--- config.mk ---
export PLATFORM = sky130hd
export DESIGN_NAME = pvc_top
export DESIGN_NICKNAME = d
export VERILOG_FILES = /design/src/rtl/pvc_top.v /design/src/rtl/pvc_sar.v
export VERILOG_INCLUDE_DIRS = /design/src /design/src/rtl
export SDC_FILE = /design/constraint.sdc
export NUM_CORES = 1
export LEC_CHECK = 0
export BUFFER_PORTS_ARGS = -buffer_cell sky130_fd_sc_hd__buf_2
export CAP_MARGIN = 10
export CORE_AREA = 2 2 87 105
export DETAILED_ROUTE_END_ITERATION = 16
export DIE_AREA = 0 0 89 107
export PLACE_DENSITY = 0.87
export SLEW_MARGIN = 10
export SYNTH_ARGS = -nofsm -noshare
export SYNTH_HDL_FRONTEND = slang
export SYNTH_SLANG_ARGS = --single-unit
--- constraint.sdc ---
create_clock -name clk_in -period 5.9 [get_ports clk_in]
set_input_delay 1.475 -clock clk_in [delete_from_list [all_inputs] [get_ports clk_in]]
set_output_delay 1.475 -clock clk_in [all_outputs]
set_load 0.1 [all_outputs]
--- src/rtl/pvc_defines.vh ---
// Constants for the pin volume control converter block.
`ifndef PVC_DEFINES_VH
`define PVC_DEFINES_VH
// Register offsets within a page.
`define PVC_OFS_PAGE 7'h00
`define PVC_OFS_VCTRL 7'h74
`define PVC_OFS_GAIN 7'h75
// Reset values.
`define PVC_RST_PAGE 8'h00
`define PVC_RST_VCTRL 8'h00
`define PVC_RST_GAIN 7'h00
// Field positions in the converter control register.
`define PVC_BIT_PIN_MODE 7
`define PVC_BIT_CLK_SEL 6
`define PVC_HYS_HI 5
`define PVC_HYS_LO 4
`define PVC_RATE_HI 2
`define PVC_RATE_LO 0
// Hysteresis codes.
`define PVC_HYS_ONE 2'h1
`define PVC_HYS_TWO 2'h2
// Gain codes.
`define PVC_GAIN_RESERVED 7'h7f
`define PVC_GAIN_LOWEST 7'h7e
// Source clock edges per conversion at the slowest rate code.
`define PVC_BASE_DIV 768000
// Successive approximation start mask, the MSB of the 7-bit converter.
`define PVC_SAR_MSB 7'h40
`endif

--- src/rtl/pvc_top.v ---
// Control, timing and gain readback for the pin volume converter.
`timescale 1ns/1ps
`include "pvc_defines.vh"
// Function
// Bit 7 picks pin or register volume and register mode stops the SAR.
// Clock select 0 uses the RC oscillator ticks, 1 the master clock ticks.
// A 2-bit hysteresis field holds the result within one or two LSBs.
// A 3-bit rate field sets throughput, doubling it for each code step.
// Oscillator rates use the same division and scale with its frequency.
// The 7-bit gain report is 18 dB at zero and 0.5 dB lower per step.
// Codes 1011011 up step 1 dB to -63 dB; 1111111 is never reported.
// The host avoids reserved registers and leaves reserved bits at reset.
// An 8-bit page register selects pages 0 to 255 and resets to page 0.
// The gain report changes only when a conversion ends, past hysteresis; the first after reset or pin mode entry is always taken.
module pvc_top #(
    parameter BASE_DIV = `PVC_BASE_DIV
) (
    // Clock and reset
    input wire clk_in,
    input wire reset_n_in,
    // Register port
    input wire [6:0] reg_addr_in,
    input wire reg_wr_in,
    input wire reg_rd_in,
    input wire [7:0] reg_wdata_in,
    output reg [7:0] reg_rdata_out,
    output reg reg_rvalid_out,
    // Converter clock sources, one-cycle enables
    input wire osc_tick_in,
    input wire mclk_tick_in,
    // Analog converter on the volume detect pin
    input wire volume_detect_pin_cmp_in,
    output wire [6:0] volume_detect_pin_trial_out,
    output reg sar_power_out,
    output wire conv_done_out,
    // Volume steering towards the DAC
    output reg [7:0] page_out,
    output reg volume_from_pin_out,
    output reg [6:0] pin_gain_out
);

////////////////////////////////////////////////////////////////////////////
// Registers

reg [7:0] page_select;
reg [7:0] volume_converter_control;
reg gain_valid;

wire page0 = (page_select == 8'h00);
wire pin_mode = volume_converter_control[`PVC_BIT_PIN_MODE];
wire clk_sel = volume_converter_control[`PVC_BIT_CLK_SEL];
wire [1:0] hys = volume_converter_control[`PVC_HYS_HI:`PVC_HYS_LO];
wire [2:0] rate = volume_converter_control[`PVC_RATE_HI:`PVC_RATE_LO];

// Page control is reachable on every page, the converter pair on page 0.
function [1:0] pvc_decode;
    input [6:0] addr;
    input on_page0;
    begin
        if (addr == `PVC_OFS_PAGE) begin
            pvc_decode = 2'h1;
        end else if (on_page0 && addr == `PVC_OFS_VCTRL) begin
            pvc_decode = 2'h2;
        end else if (on_page0 && addr == `PVC_OFS_GAIN) begin
            pvc_decode = 2'h3;
        end else begin
            pvc_decode = 2'h0;
        end
    end
endfunction

wire [1:0] wr_sel = pvc_decode(reg_addr_in, page0);

// Reserved locations and the gain register take writes without effect.
always @(posedge clk_in or negedge reset_n_in) begin
    if (!reset_n_in) begin
        page_select <= `PVC_RST_PAGE;
        volume_converter_control <= `PVC_RST_VCTRL;
    end else if (reg_wr_in) begin
        if (wr_sel == 2'h1) begin
            page_select <= reg_wdata_in;
        end else if (wr_sel == 2'h2) begin
            volume_converter_control <= reg_wdata_in;
        end
    end
end

always @(posedge clk_in or negedge reset_n_in) begin
    if (!reset_n_in) begin
        reg_rdata_out <= 8'h00;
        reg_rvalid_out <= 1'b0;
    end else begin
        reg_rvalid_out <= reg_rd_in;
        if (reg_rd_in) begin
            case (wr_sel)
                2'h1: reg_rdata_out <= page_select;
                2'h2: reg_rdata_out <= volume_converter_control;
                2'h3: reg_rdata_out <= {1'b0, pin_gain_out};
                default: reg_rdata_out <= 8'h00;
            endcase
        end
    end
end

////////////////////////////////////////////////////////////////////////////
// Conversion timing

wire src_tick = clk_sel ? mclk_tick_in : osc_tick_in;
wire [19:0] base = BASE_DIV[19:0];
wire [19:0] period = base >> rate;
reg [19:0] div_cnt;
wire conv_start = src_tick && (div_cnt >= period - 20'h1);
wire [6:0] sar_result;

// The divider and converter stop while register control is chosen.
always @(posedge clk_in or negedge reset_n_in) begin
    if (!reset_n_in) begin
        div_cnt <= 20'h0;
        sar_power_out <= 1'b0;
        volume_from_pin_out <= 1'b0;
        page_out <= `PVC_RST_PAGE;
    end else begin
        sar_power_out <= pin_mode;
        volume_from_pin_out <= pin_mode;
        page_out <= page_select;
        if (!pin_mode) begin
            div_cnt <= 20'h0;
        end else if (src_tick) begin
            div_cnt <= conv_start ? 20'h0 : div_cnt + 20'h1;
        end
    end
end

pvc_sar pvc_sar_inst (
    .clk_in(clk_in),
    .reset_n_in(reset_n_in),
    .start_in(conv_start && pin_mode),
    .step_in(src_tick && pin_mode),
    .cmp_in(volume_detect_pin_cmp_in),
    .trial_out(volume_detect_pin_trial_out),
    .result_out(sar_result),
    .done_out(conv_done_out),
    .busy_out()
);

////////////////////////////////////////////////////////////////////////////
// Hysteresis and gain report

wire [6:0] clamped = (sar_result == `PVC_GAIN_RESERVED) ?
                     `PVC_GAIN_LOWEST : sar_result;
wire [6:0] diff = (clamped > pin_gain_out) ? clamped - pin_gain_out :
                  pin_gain_out - clamped;
reg [6:0] band;

always @* begin
    if (hys == `PVC_HYS_ONE) begin
        band = 7'h01;
    end else if (hys == `PVC_HYS_TWO) begin
        band = 7'h02;
    end else begin
        band = 7'h00;
    end
end

wire take = !gain_valid || (diff > band);

always @(posedge clk_in or negedge reset_n_in) begin
    if (!reset_n_in) begin
        pin_gain_out <= `PVC_RST_GAIN;
        gain_valid <= 1'b0;
    end else if (!pin_mode) begin
        gain_valid <= 1'b0;
    end else if (conv_done_out && take) begin
        pin_gain_out <= clamped;
        gain_valid <= 1'b1;
    end
end

endmodule

--- src/rtl/pvc_sar.v ---
// Successive approximation sequencer for the 7-bit volume converter.
`timescale 1ns/1ps
`include "pvc_defines.vh"
module pvc_sar (
    // Clock and reset
    input wire clk_in,
    input wire reset_n_in,
    // Control
    input wire start_in,
    input wire step_in,
    input wire cmp_in,
    // Results
    output reg [6:0] trial_out,
    output reg [6:0] result_out,
    output reg done_out,
    output wire busy_out
);

reg [6:0] mask;

assign busy_out = |mask;

// One bit is decided per source clock edge, most significant first.
always @(posedge clk_in or negedge reset_n_in) begin
    if (!reset_n_in) begin
        mask <= 7'h00;
        trial_out <= 7'h00;
        result_out <= 7'h00;
        done_out <= 1'b0;
    end else begin
        done_out <= 1'b0;
        if (start_in && !busy_out) begin
            mask <= `PVC_SAR_MSB;
            trial_out <= `PVC_SAR_MSB;
        end else if (busy_out && step_in) begin
            mask <= mask >> 1;
            if (mask == 7'h01) begin
                result_out <= cmp_in ? trial_out : (trial_out & ~mask);
                done_out <= 1'b1;
                trial_out <= 7'h00;
            end else begin
                trial_out <= (cmp_in ? trial_out : (trial_out & ~mask))
                             | (mask >> 1);
            end
        end
    end
end

endmodule

# [Word level (Yosys, flattened, before mapping)]
# Cells that the tools add are included.
[word_totals] reg_bits=84 inputBits=22 output_inout_bits=34 wordCells=79
[classes] n_bitwise=5 n_shift=1 n_lt_le_gt_ge=3 n_mux=23 eq_ne=11 n_reduce_logical=19 n_addsub=4
[ops] cell="2-to-1 mux 20 bit" n=3
[ops] cell="2-to-1 mux 7 bit" n=8
[ops] cell="one-hot mux 8 bit (3 select lines)" n=1
[ops] cell="== test 7 bit, second input constant" n=3
[ops] cell="adder 20 x 1 -> 20 bit, second input constant" n=1
[ops] cell="greater-or-equal comparator 20 bit" n=1
[ops] cell=">> shifter 20 x 3 -> 20 bit, first input constant" n=1
[ops] cell="subtractor 20 x 1 -> 20 bit, second input constant" n=1
[ops] cell="> comparator 7 bit" n=2
[ops] cell="subtractor 7 bit" n=2
[ops] cell="2-to-1 mux 2 bit" n=5
[ops] cell="logical AND 1 bit" n=8
[ops] cell="logical NOT 8 bit" n=1
[ops] cell="AND 7 bit" n=1
[ops] cell="== test 7 x 1 -> 1 bit, second input constant" n=1
[ops] cell="logical NOT 7 bit" n=1
[ops] cell="inverter 7 bit" n=1
[ops] cell="OR 7 x 6 -> 7 bit" n=1
[ops] cell="OR reduction 7 bit" n=1
[ops] cell="== test 2 bit, second input constant" n=3
[ops] cell="2-to-1 mux 1 bit" n=6
[ops] cell="AND reduction 3 bit" n=2
[ops] cell="== test 2 x 1 -> 1 bit, second input constant" n=2
[ops] cell="inequality test 2 x 1 -> 1 bit, second input constant" n=2
[ops] cell="5 further kinds" n=8

# [Depth between registers and ports, before layout]
# Gate-level depths: netlist of the first run.
[logic_depth] word_depth=9 mapped_depth=16 ltp_nobuf=15

# [By module]
# A second synthesis of the first run with hierarchy kept.
[hier_totals] hier_cells=506 hier_area_um2=5149.9
[modules_own_cells] module="pvc_top" instances=1 seq_area_each_um2=1551.5 cells_each=410 area_each_um2=4066.4
[modules_own_cells] module="pvc_sar" instances=1 seq_area_each_um2=550.5 cells_each=96 area_each_um2=1083.5

# [Worst setup path before layout of the first run]
# No wires, ideal clock.
[synth_path] path_type="reg-to-reg" from="register pin_gain_out[3]" to="register pin_gain_out[0]" path_slack_ps=2261 setup_ps=130 t_required_ps=5770 n_path_buf=2 period_less_slack_ps=3639 arrival_ps=3509 stages_incl_launch_ff=17 cell_sequence="dfrtp_1 inv_1 ha_1 buf_2 a21o_1 a21oi_1 o21ai_0 o21bai_2 mux2i_1 ha_1 nor2b_1 o21ai_0 and2_1 clkbuf_1 nor3_1 a21oi_1 nand3_1"
[synth_via] elab_chain_len=6 word_cells_on_any_way=8 classes_between="2 x add/sub; 2 x order compare; 1 x mux; 3 x reduce/logical"
[synth_rtl] item="start: declaration" line_no="pvc_top.v:39" text="output reg [6:0] pin_gain_out"
[synth_rtl] item="start signal: assignment" line_no="pvc_top.v:169" text="pin_gain_out <= `PVC_RST_GAIN;"
[synth_rtl] item="start signal: assignment" line_no="pvc_top.v:174" text="pin_gain_out <= clamped;"
[synth_rtl] item="subtractor 7 bit, or another cell as far along" line_no="pvc_top.v:152" text="pin_gain_out - clamped;"
[synth_rtl] item="2-to-1 mux 7 bit *" line_no="pvc_top.v:151" text="wire [6:0] diff = (clamped > pin_gain_out) ? clamped - pin_gain_out :"
[synth_rtl] item="> comparator 7 bit *" line_no="pvc_top.v:165" text="wire take = !gain_valid || (diff > band);"
[synth_rtl] item="logical OR 1 bit *" line_no="pvc_top.v:165"
[synth_rtl] item="logical AND 1 bit *" line_no="pvc_top.v:173" text="end else if (conv_done_out && take) begin"
[synth_rtl] item="AND reduction 2 bit (no line) *"
# Mark *: on every way between the ends. The rest lies on a longest branch, timed or not.
# A chain may end at the register's enable or synchronous reset.

# [Final worst setup path of the first run]
[layout_path] from="register pvc_sar_inst.result_out[1]" to="register pin_gain_out[0]"
[layout_via] elab_chain_len=8 word_cells_on_any_way=10 classes_between="2 x add/sub; 2 x order compare; 1 x eq/ne; 2 x mux; 3 x reduce/logical"
[layout_rtl] item="start: declaration" line_no="pvc_sar.v:14" text="output reg [6:0] result_out,"
[layout_rtl] item="start signal: assignment" line_no="pvc_sar.v:38" text="result_out <= cmp_in ? trial_out : (trial_out & ~mask);"
[layout_rtl] item="== test 7 bit (no line)"
[layout_rtl] item="2-to-1 mux 7 bit *" line_no="pvc_top.v:149" text="wire [6:0] clamped = (sar_result == `PVC_GAIN_RESERVED) ?"
[layout_rtl] item="subtractor 7 bit, or another cell as far along" line_no="pvc_top.v:152"
[layout_rtl] item="2-to-1 mux 7 bit" line_no="pvc_top.v:151"
[layout_rtl] item="> comparator 7 bit" line_no="pvc_top.v:165"
[layout_rtl] item="logical OR 1 bit" line_no="pvc_top.v:165"
[layout_rtl] item="logical AND 1 bit" line_no="pvc_top.v:173"
[layout_rtl] item="AND reduction 2 bit (no line)"
# Marks and branches as above.

==> results of run 1 <==
## area by class of cell
type | instances | area (um2)
multi-input cells | 388 | 2660
repair buffers | 56 | 285
well taps | 117 | 146
clock inverters | 6 | 72.6
clock buffers | 10 | 128
inverters | 36 | 135
fillers | 725 | 2990
flip-flops and latches | 84 | 2100
## layer usage
| layer | vias to the layer above | routed length (um) |
|---|---|---|
| met1 | 2066 | 4770 |
| met5 | - | 0 |
| met4 | 0 | 287 |
| met3 | 24 | 736 |
| li1 | 2017 | - |
| met2 | 162 | 5800 |
## cell families after synthesis
group | after synthesis | synth area share
simple gates | 191 | 0.198
compound gates | 129 | 0.174
flops | 84 | 0.422
buf+inv | 60 | 0.0469
fa+ha+maj | 35 | 0.0908
mux | 24 | 0.0522
xor+xnor | 9 | 0.0158
## path summary, 6_finish.rpt
check                                                 from                          to  slack (ns)  depth (start not counted)
worst max-delay path            pvc_sar_inst.result_out[1]             pin_gain_out[0]        2.20                         15
worst min-delay path                        page_select[2]                 page_out[2]        0.44                          0
worst max register to register  pvc_sar_inst.result_out[1]             pin_gain_out[0]        2.20                         15
worst min register to register              page_select[2]                 page_out[2]        0.44                          0
max in group asynchronous                       reset_n_in  pvc_sar_inst.result_out[5]        3.97                          1
min in group asynchronous                       reset_n_in                  div_cnt[9]        1.29                          1
## report_power, final
part / switching [mW] / internal [mW] / total, mW / leakage, nW
registers: 0.0188 / 0.593 / 0.612 / 1.16
clock network: 0.218 / 0.200 / 0.418 / 0.0975
logic: 0.109 / 0.0384 / 0.148 / 1.40
total: 0.346 / 0.831 / 1.18 / 2.65
## synth_stat cells (9+ instances only)
cell type	number	area, um2
nand2_1	62	233
and3_1	9	56.3
a22oi_1	12	90.1
nor2_1	24	90.1
ha_1	33	413
clkbuf_1	18	67.6
a21oi_1	24	120
o311ai_0	10	87.6
nand3_1	35	175
dfrtp_1	84	2100
o21ai_0	29	145
mux2_2	16	180
o31ai_1	10	75.1
nand4_1	10	62.6
nor2b_1	15	93.8
a21o_1	9	67.6
inv_1	36	135
## critical path, cell delays in order, from the launching register on
cell and delay [ns]:
dfrtp_1 0.45, inv_1 0.14, o31ai_1 0.55, ha_1 0.32, inv_1 0.06, a21oi_1 0.14, o21ai_0 0.15, o21bai_2 0.24
mux2i_1 0.23, ha_1 0.26, nor2b_1 0.14, o21ai_0 0.23, and2_1 0.35, nor3_1 0.08, a21oi_1 0.14, nand3_1 0.10
## state kept, by name, summed over array words and instances (netlist names)
name,count
div_cnt,20
page_out,8
page_select,8
reg_rdata_out,8
volume_converter_control,8
pin_gain_out,7
pvc_sar_inst.mask,7
pvc_sar_inst.result_out,7
pvc_sar_inst.trial_out,7
gain_valid,1
pvc_sar_inst.done_out,1
reg_rvalid_out,1
volume_from_pin_out,1
## per-stage QoR
step                      setup WS [ns]  hold slack [ns]
after global routing               1.91            0.453
final                              2.20            0.438
after detailed placement           2.14            0.418
after floorplan                    2.26            0.381
after CTS                          2.08            0.439
after global placement             2.36            0.413
==> reports/results.ini, run 1 <==
[placed_design]
place_congestion=0.926
dp_hpwl_um=8250
place_area_mm2=0.00532
dp.cells=681
portBuffers=55

[global_routing]
met2_usage=0.422
top_usage_layer=met2
grt-ovfl-total=0
met3_usage=0.0539
grtUsageTotal=0.258
grt_max_degree=85
antenna_found_initial=0
grt_pass1_vias=4096
use_met1=0.334
grt_pass1_wl_um=19200

[floorplanning]
die_h_um=107
ios=56
core_area_mm2=0.00852
die_area_mm2=0.00952
num_rows=37
die_w_um=89
start_util=0.585

[power]
ir_drop_uv=142
fin_total_pwr_mw=1.18
p_per_area_mw_per_mm2=213
p_leak_nw=2.65

[final_layout]
n_antenna_cell=0
stdcell_area_mm2=0.00553
fin_util=0.649
layout_commonest_cell=dfrtp_1
stdcell_count=697
area_growth_pct=10.9
fin_nets=632
layout_common_cells=84 x dfrtp_1, 62 x nand2_1, 54 x buf_2
drive_above_1_share=0.169

[timing]
max_clock_freq_ghz=0.270
period_needed_ns=3.70
slew_headroom=0.317
fin_skew_ns=0.0152
setup_viol=0
rsz0062_at_grt=no
tns_ns=0
tightest_slew_ns=1.03
drv_slew=0
finalHoldViolCount=0
period_share=0.627

[synthesis]
ys_ff_latch=84
async_flop_share=1.00
syn_inst=532
ys_warn_count=0
synth_cell_types=54
synth_seq_area_share=0.422
netlist_area_mm2=0.00499
syn_avg_cell_area_um2=9.37
synth_flop_cell=dfrtp_1
synth_edf_count=0
syn_nets=589

[setup_path]
cp.required_ns=6.15
crit_fanout=8
startpoint_type=register
cp.arrival_ns=3.95
cp-end-kind=register
criticalPathCategory=reg2reg

[clocking]
cts.repair.resized=0
htree_levels=3
cts_tree=built
cts_setup_buffers=0
clk_pin_slew_worst_paths_ns=0.09
root_buffer=clkbuf_8
clkLatencyLatePin_ns=0.37
clock_sinks=84
cts_hold_buf=0
cts_buffers=9
clk_path_buf_depth=2

[run_status]
outcome=completed

[routing]
drt_wl_total_um=11600
wire_per_inst_um=16.6
dr.pass1.iters=7
drc=0
via_per_inst=6.12
vias=4269
final_antenna_net_count=0
drtIter0Drc=261

[hold_path]
hp-class=reg2reg

[run]
cap_violations=0

(Power assumes the default switching activity.)
==> run 2: changes to the inputs <==
--- a/config.mk
+++ b/config.mk
@@ -8,10 +8,10 @@
 export LEC_CHECK = 0
 export BUFFER_PORTS_ARGS = -buffer_cell sky130_fd_sc_hd__buf_2
 export CAP_MARGIN = 10
-export CORE_AREA = 2 2 87 105
+export CORE_AREA = 2 2 92 112
 export DETAILED_ROUTE_END_ITERATION = 16
-export DIE_AREA = 0 0 89 107
-export PLACE_DENSITY = 0.87
+export DIE_AREA = 0 0 94 114
+export PLACE_DENSITY = 0.82
 export SLEW_MARGIN = 10
 export SYNTH_ARGS = -nofsm -noshare
 export SYNTH_HDL_FRONTEND = slang
==> constraint.sdc (replaced) <==
create_clock -name clk_in -period 3.1 [get_ports clk_in]
set_input_delay 0.775 -clock clk_in [delete_from_list [all_inputs] [get_ports clk_in]]
set_output_delay 0.775 -clock clk_in [all_outputs]
set_load 0.1 [all_outputs]
==> reports/results.ini, run 2 (synthesis gave the netlist of run 1 again) <==
[setup_path]
path_cells=nand3_2 -> ha_4 -> nor2b_4 -> xnor2_2 -> nor2b_1 -> ha_1 -> and4_1 -> nand2_1 -> o211ai_1 -> a211oi_4 -> buf_4 -> buf_12 -> and3_1 -> a221o_1
r2r_cells=14
timing.rr.end=div_cnt[3]
cpPeakStageDelay_ns=0.42
cp.required_ns=3.33
cp-end-kind=register
critPathBufInv=2
crit_family=simple AND/OR/NAND/NOR gates
startpoint_type=register
reg2reg_setup_slack_ns=0.06
cp.arrival_ns=3.27
crit_fanout=6
criticalPathCategory=reg2reg
reg2reg_from=volume_converter_control[1]
critical-path-slowest-cell=dfrtp_1

[timing]
tightest_slew_ns=0.782
finalHoldViolCount=0
slew_headroom=0.474
drv_slew=0
tns_ns=0
period_needed_ns=3.04
setup_viol=0
max_clock_freq_ghz=0.329
period_share=0.981
fin_skew_ns=0.00837
rsz0062_at_grt=yes

[floorplanning]
die_w_um=94
core_area_mm2=0.00976
die_h_um=114
die_area_mm2=0.0107
num_rows=40
ios=56
start_util=0.511

[clocking]
cts_buffers=9
clock_sinks=84
clk_path_buf_depth=2
cts_tree=built
cts_hold_buf=0
clk_pin_slew_worst_paths_ns=0.06
root_buffer=clkbuf_16
htree_levels=3
clkLatencyLatePin_ns=0.35

[final_layout]
area_growth_pct=21.7
layout_common_cells=77 x dfrtp_1, 60 x nand2_1, 54 x buf_2
n_antenna_cell=0
stdcell_count=736
top_register=div_cnt
stdcell_area_mm2=0.00607
drive_above_1_share=0.259
layout_commonest_cell=dfrtp_1
fin_nets=662
fin_util=0.622
largest_reg_flops=20

[power]
ir_drop_uv=260
p_per_area_mw_per_mm2=415
p_leak_nw=2.91

[global_routing]
grt_pass1_wl_um=20400
grt-ovfl-total=0
grt_max_degree=53
grt_pass1_vias=4234
antenna_found_initial=0
grtUsageTotal=0.240

[routing]
drc=0
wire_per_inst_um=17.2
vias=4421
final_antenna_net_count=0
drt_wl_total_um=12700
via_per_inst=6.01
drtIter0Drc=327
dr.pass1.iters=7

[hold_path]
hp-class=reg2reg
holdPathEnd=page_out[0]
worstHoldPathCells=0
worstHoldStart=page_select[0]

[placed_design]
place_congestion=0.975
portBuffers=55
place_area_mm2=0.00553
dp.cells=711
dp_hpwl_um=8800

[run_status]
outcome=completed

[run]
cap_violations=0

-- run 2: cell count changes in the layout (fill, tap and decap cells not counted), sizes merged --
cell    change
buf        +28
bufinv      -1
clkbuf      +2
clkinv      -1
inv         +2
-- run 2: where the power goes --
group | total (mW) | leakage [nW] | internal (mW) | switching [mW]
sequential | 1.16 | 1.15 | 1.13 | 0.0292
clock | 1.04 | 0.142 | 0.580 | 0.461
combinational | 0.318 | 1.62 | 0.0945 | 0.224
-- run 2: how the worst max path moves through the flow --
stage,from,endpoint,cells after the start
6_report,volume_converter_control[1],div_cnt[3],14
5_1_grt,pvc_sar_inst.result_out[6],pin_gain_out[2],16
4_1_cts,pvc_sar_inst.result_out[6],pin_gain_out[3],14
3_5_place_dp,pvc_sar_inst.result_out[6],pin_gain_out[2],14
3_3_place_gp,pvc_sar_inst.result_out[6],pin_gain_out[2],13
2_1_floorplan,pin_gain_out[3],pin_gain_out[0],16
-- run 2: cell type report --
cell class / count / area (um2)
Clock buffer: 10 / 239
Clock inverter: 6 / 53.8
Fill cell: 779 / 3690
Inverter: 36 / 138
Multi-Input combinational cell: 388 / 2790
Sequential cell: 84 / 2110
Tap cell: 126 / 158
Timing Repair Buffer: 86 / 574
-- run 2: through the flow --
stage	setup WS, ns	power (mW)	hold slack (ns)
2_1_floorplan	0.0193	1.37	0.381
3_3_place_gp	0.110	1.47	0.402
3_5_place_dp	0.0619	1.48	0.410
4_1_cts	0.0323	2.51	0.421
5_1_grt	-0.0736	2.60	0.442
6_report	0.0595	2.52	0.421
-- run 2: routing by layer --
metal | vias to the layer above | global-route usage | wire, um
li1 | 2083 | - | -
met1 | 2148 | 0.308 | 5180
met2 | 160 | 0.412 | 6590
met3 | 30 | 0.0403 | 608
met4 | 0 | 0.0773 | 277
met5 | - | 0 | 0
-- run 2: repair_timing --
action | 4_1_cts | 5_1_grt
buffers inserted | 0 | 7
endpoints found under the hold margin | 0 | 0
gates resized for setup | 0 | 39
setup endpoints to repair | 0 | 20
==> run 3: changes to the inputs <==
--- a/config.mk
+++ b/config.mk
@@ -11,7 +11,9 @@
 export CORE_AREA = 2 2 92 112
 export DETAILED_ROUTE_END_ITERATION = 16
 export DIE_AREA = 0 0 94 114
+export HOLD_SLACK_MARGIN = 0.02
 export PLACE_DENSITY = 0.82
+export REMOVE_ABC_BUFFERS = 1
 export SLEW_MARGIN = 10
 export SYNTH_ARGS = -nofsm -noshare
 export SYNTH_HDL_FRONTEND = slang
==> reports/results.ini, run 3 (synthesis gave the netlist of run 1 again) <==
[run_status]
outcome=completed

[timing]
finalHoldViolCount=0
tightest_slew_ns=0.742
period_needed_ns=2.96
setup_slack_ns=0.142
fin_skew_ns=0.00616
period_share=0.954
setup_viol=0
fin_hold_ws_ns=0.434
rsz0062_at_grt=yes
slew_headroom=0.501
tns_ns=0
max_clock_freq_ghz=0.338
drv_slew=0

[setup_path]
cp.arrival_ns=3.18
crit_cells=15
crit_family=compound AO/OA/AOI/OAI gates
criticalPathCategory=reg2reg
startpoint_type=register
cp-endpoint=pin_gain_out[0]
reg2reg_from=pvc_sar_inst.result_out[3]
cp-end-kind=register
startpoint=pvc_sar_inst.result_out[3]
critPathBufInv=1
cp.required_ns=3.32
cpPeakStageDelay_ns=0.37
crit_fanout=5
path_cells=nand4_1 -> o31ai_4 -> inv_1 -> ha_1 -> nand3_1 -> o22ai_1 -> o21bai_2 -> mux2i_1 -> ha_1 -> nor2b_1 -> o21ai_2 -> and2_4 -> nor3_1 -> a21oi_1 -> nand3_1
r2r_cells=15
reg2reg_setup_slack_ns=0.14
critical-path-slowest-cell=dfrtp_1
timing.rr.end=pin_gain_out[0]

[final_layout]
top_register=div_cnt
stdcell_area_mm2=0.00598
stdcell_count=743
layout_commonest_cell=dfrtp_1
area_growth_pct=19.9
drive_above_1_share=0.238
layout_common_cells=84 x dfrtp_1, 61 x nand2_1, 54 x buf_2
fin_util=0.612
fin_nets=669
largest_reg_flops=20
fillers=783
n_antenna_cell=0

[routing]
vias=4464
via_per_inst=6.01
final_antenna_net_count=0
drtIter0Drc=291
wire_per_inst_um=16.7
drc=0
drt_wl_total_um=12400
dr.pass1.iters=5

[power]
p_per_area_mw_per_mm2=423
fin_total_pwr_mw=2.53
ir_drop_uv=246
p_leak_nw=2.91

[placed_design]
detailedPlace.worstSlack_ns=-0.160
portBuffers=55
place_area_mm2=0.00555
place_congestion=0.997
dp_hpwl_um=8960
dp.cells=719

[global_routing]
grtUsageTotal=0.237
antenna_found_initial=0
top_usage_layer=met2
grt_pass1_vias=4420
grt-ovfl-total=0
grt_pass1_wl_um=20200
met2_usage=0.395
use_met1=0.292
met3_usage=0.0396
grt_max_degree=54

[floorplanning]
ios=56
die_w_um=94
die_h_um=114
die_area_mm2=0.0107
start_util=0.511
num_rows=40
core_area_mm2=0.00976

[clocking]
htree_levels=3
cts_buffers=9
clock_sinks=84
clk_pin_slew_worst_paths_ns=0.06
root_buffer=clkbuf_16
cts_tree=built
clk_path_buf_depth=2
clkLatencyLatePin_ns=0.34

[hold_path]
hp-class=reg2reg

[run]
cap_violations=0

## run 3: cell types whose count changed in the layout (fill, tap and decap cells not counted), moves of 3 or more
cell     change
buf_4       +10
dfrtp_1      +7
dfrtp_2      -6
ha_4         -3
## run 3: cell type report
cell class	instances	area [um2]	area share
clock buffers	11	233	0.0389
clock inverters	5	61.3	0.0103
inverters	36	135	0.0226
multi-input cells	388	2720	0.455
flip-flops and latches	84	2100	0.352
well taps	126	158	0.0264
repair buffers	93	571	0.0955
## run 3: repair_timing
action,CTS,global route
gates resized for setup,3,28
buffers inserted,0,7
endpoints found under the setup margin,8,24
cloned,0,1
pin swaps,0,5
hold buffers,0,0
## run 3: layer usage
layer,routed length [um],up-vias
li1,-,2091
met1,5030,2156
met2,6250,172
met3,658,45
met4,497,0
met5,0,-
## run 3: power by group
part           switching (mW)  internal [mW]  total (mW)
Combinational           0.220         0.0881       0.308
Clock                   0.434          0.627        1.06
Sequential             0.0279           1.13        1.16
Total                   0.682           1.85        2.53
## run 3: worst min path at each step
stage / slack (ns) / cells past startpoint / end / from
floorplan: 0.38 / 0 / page_out[0] / page_select[0]
global placement: 0.42 / 0 / page_out[2] / page_select[2]
detailed placement: 0.42 / 0 / page_out[7] / page_select[7]
CTS: 0.44 / 0 / page_out[7] / page_select[7]
global route: 0.45 / 0 / page_out[7] / page_select[7]
finish: 0.43 / 0 / page_out[7] / page_select[7]
## run 3: worst register-to-register path: stages, from the launching register on
cell	delay, ns
dfrtp_1	0.37
nand4_1	0.17
o31ai_4	0.32
inv_1	0.09
ha_1	0.31
nand3_1	0.08
o22ai_1	0.13
o21bai_2	0.15
mux2i_1	0.21
ha_1	0.26
nor2b_1	0.14
o21ai_2	0.16
and2_4	0.20
nor3_1	0.05
a21oi_1	0.13
nand3_1	0.09
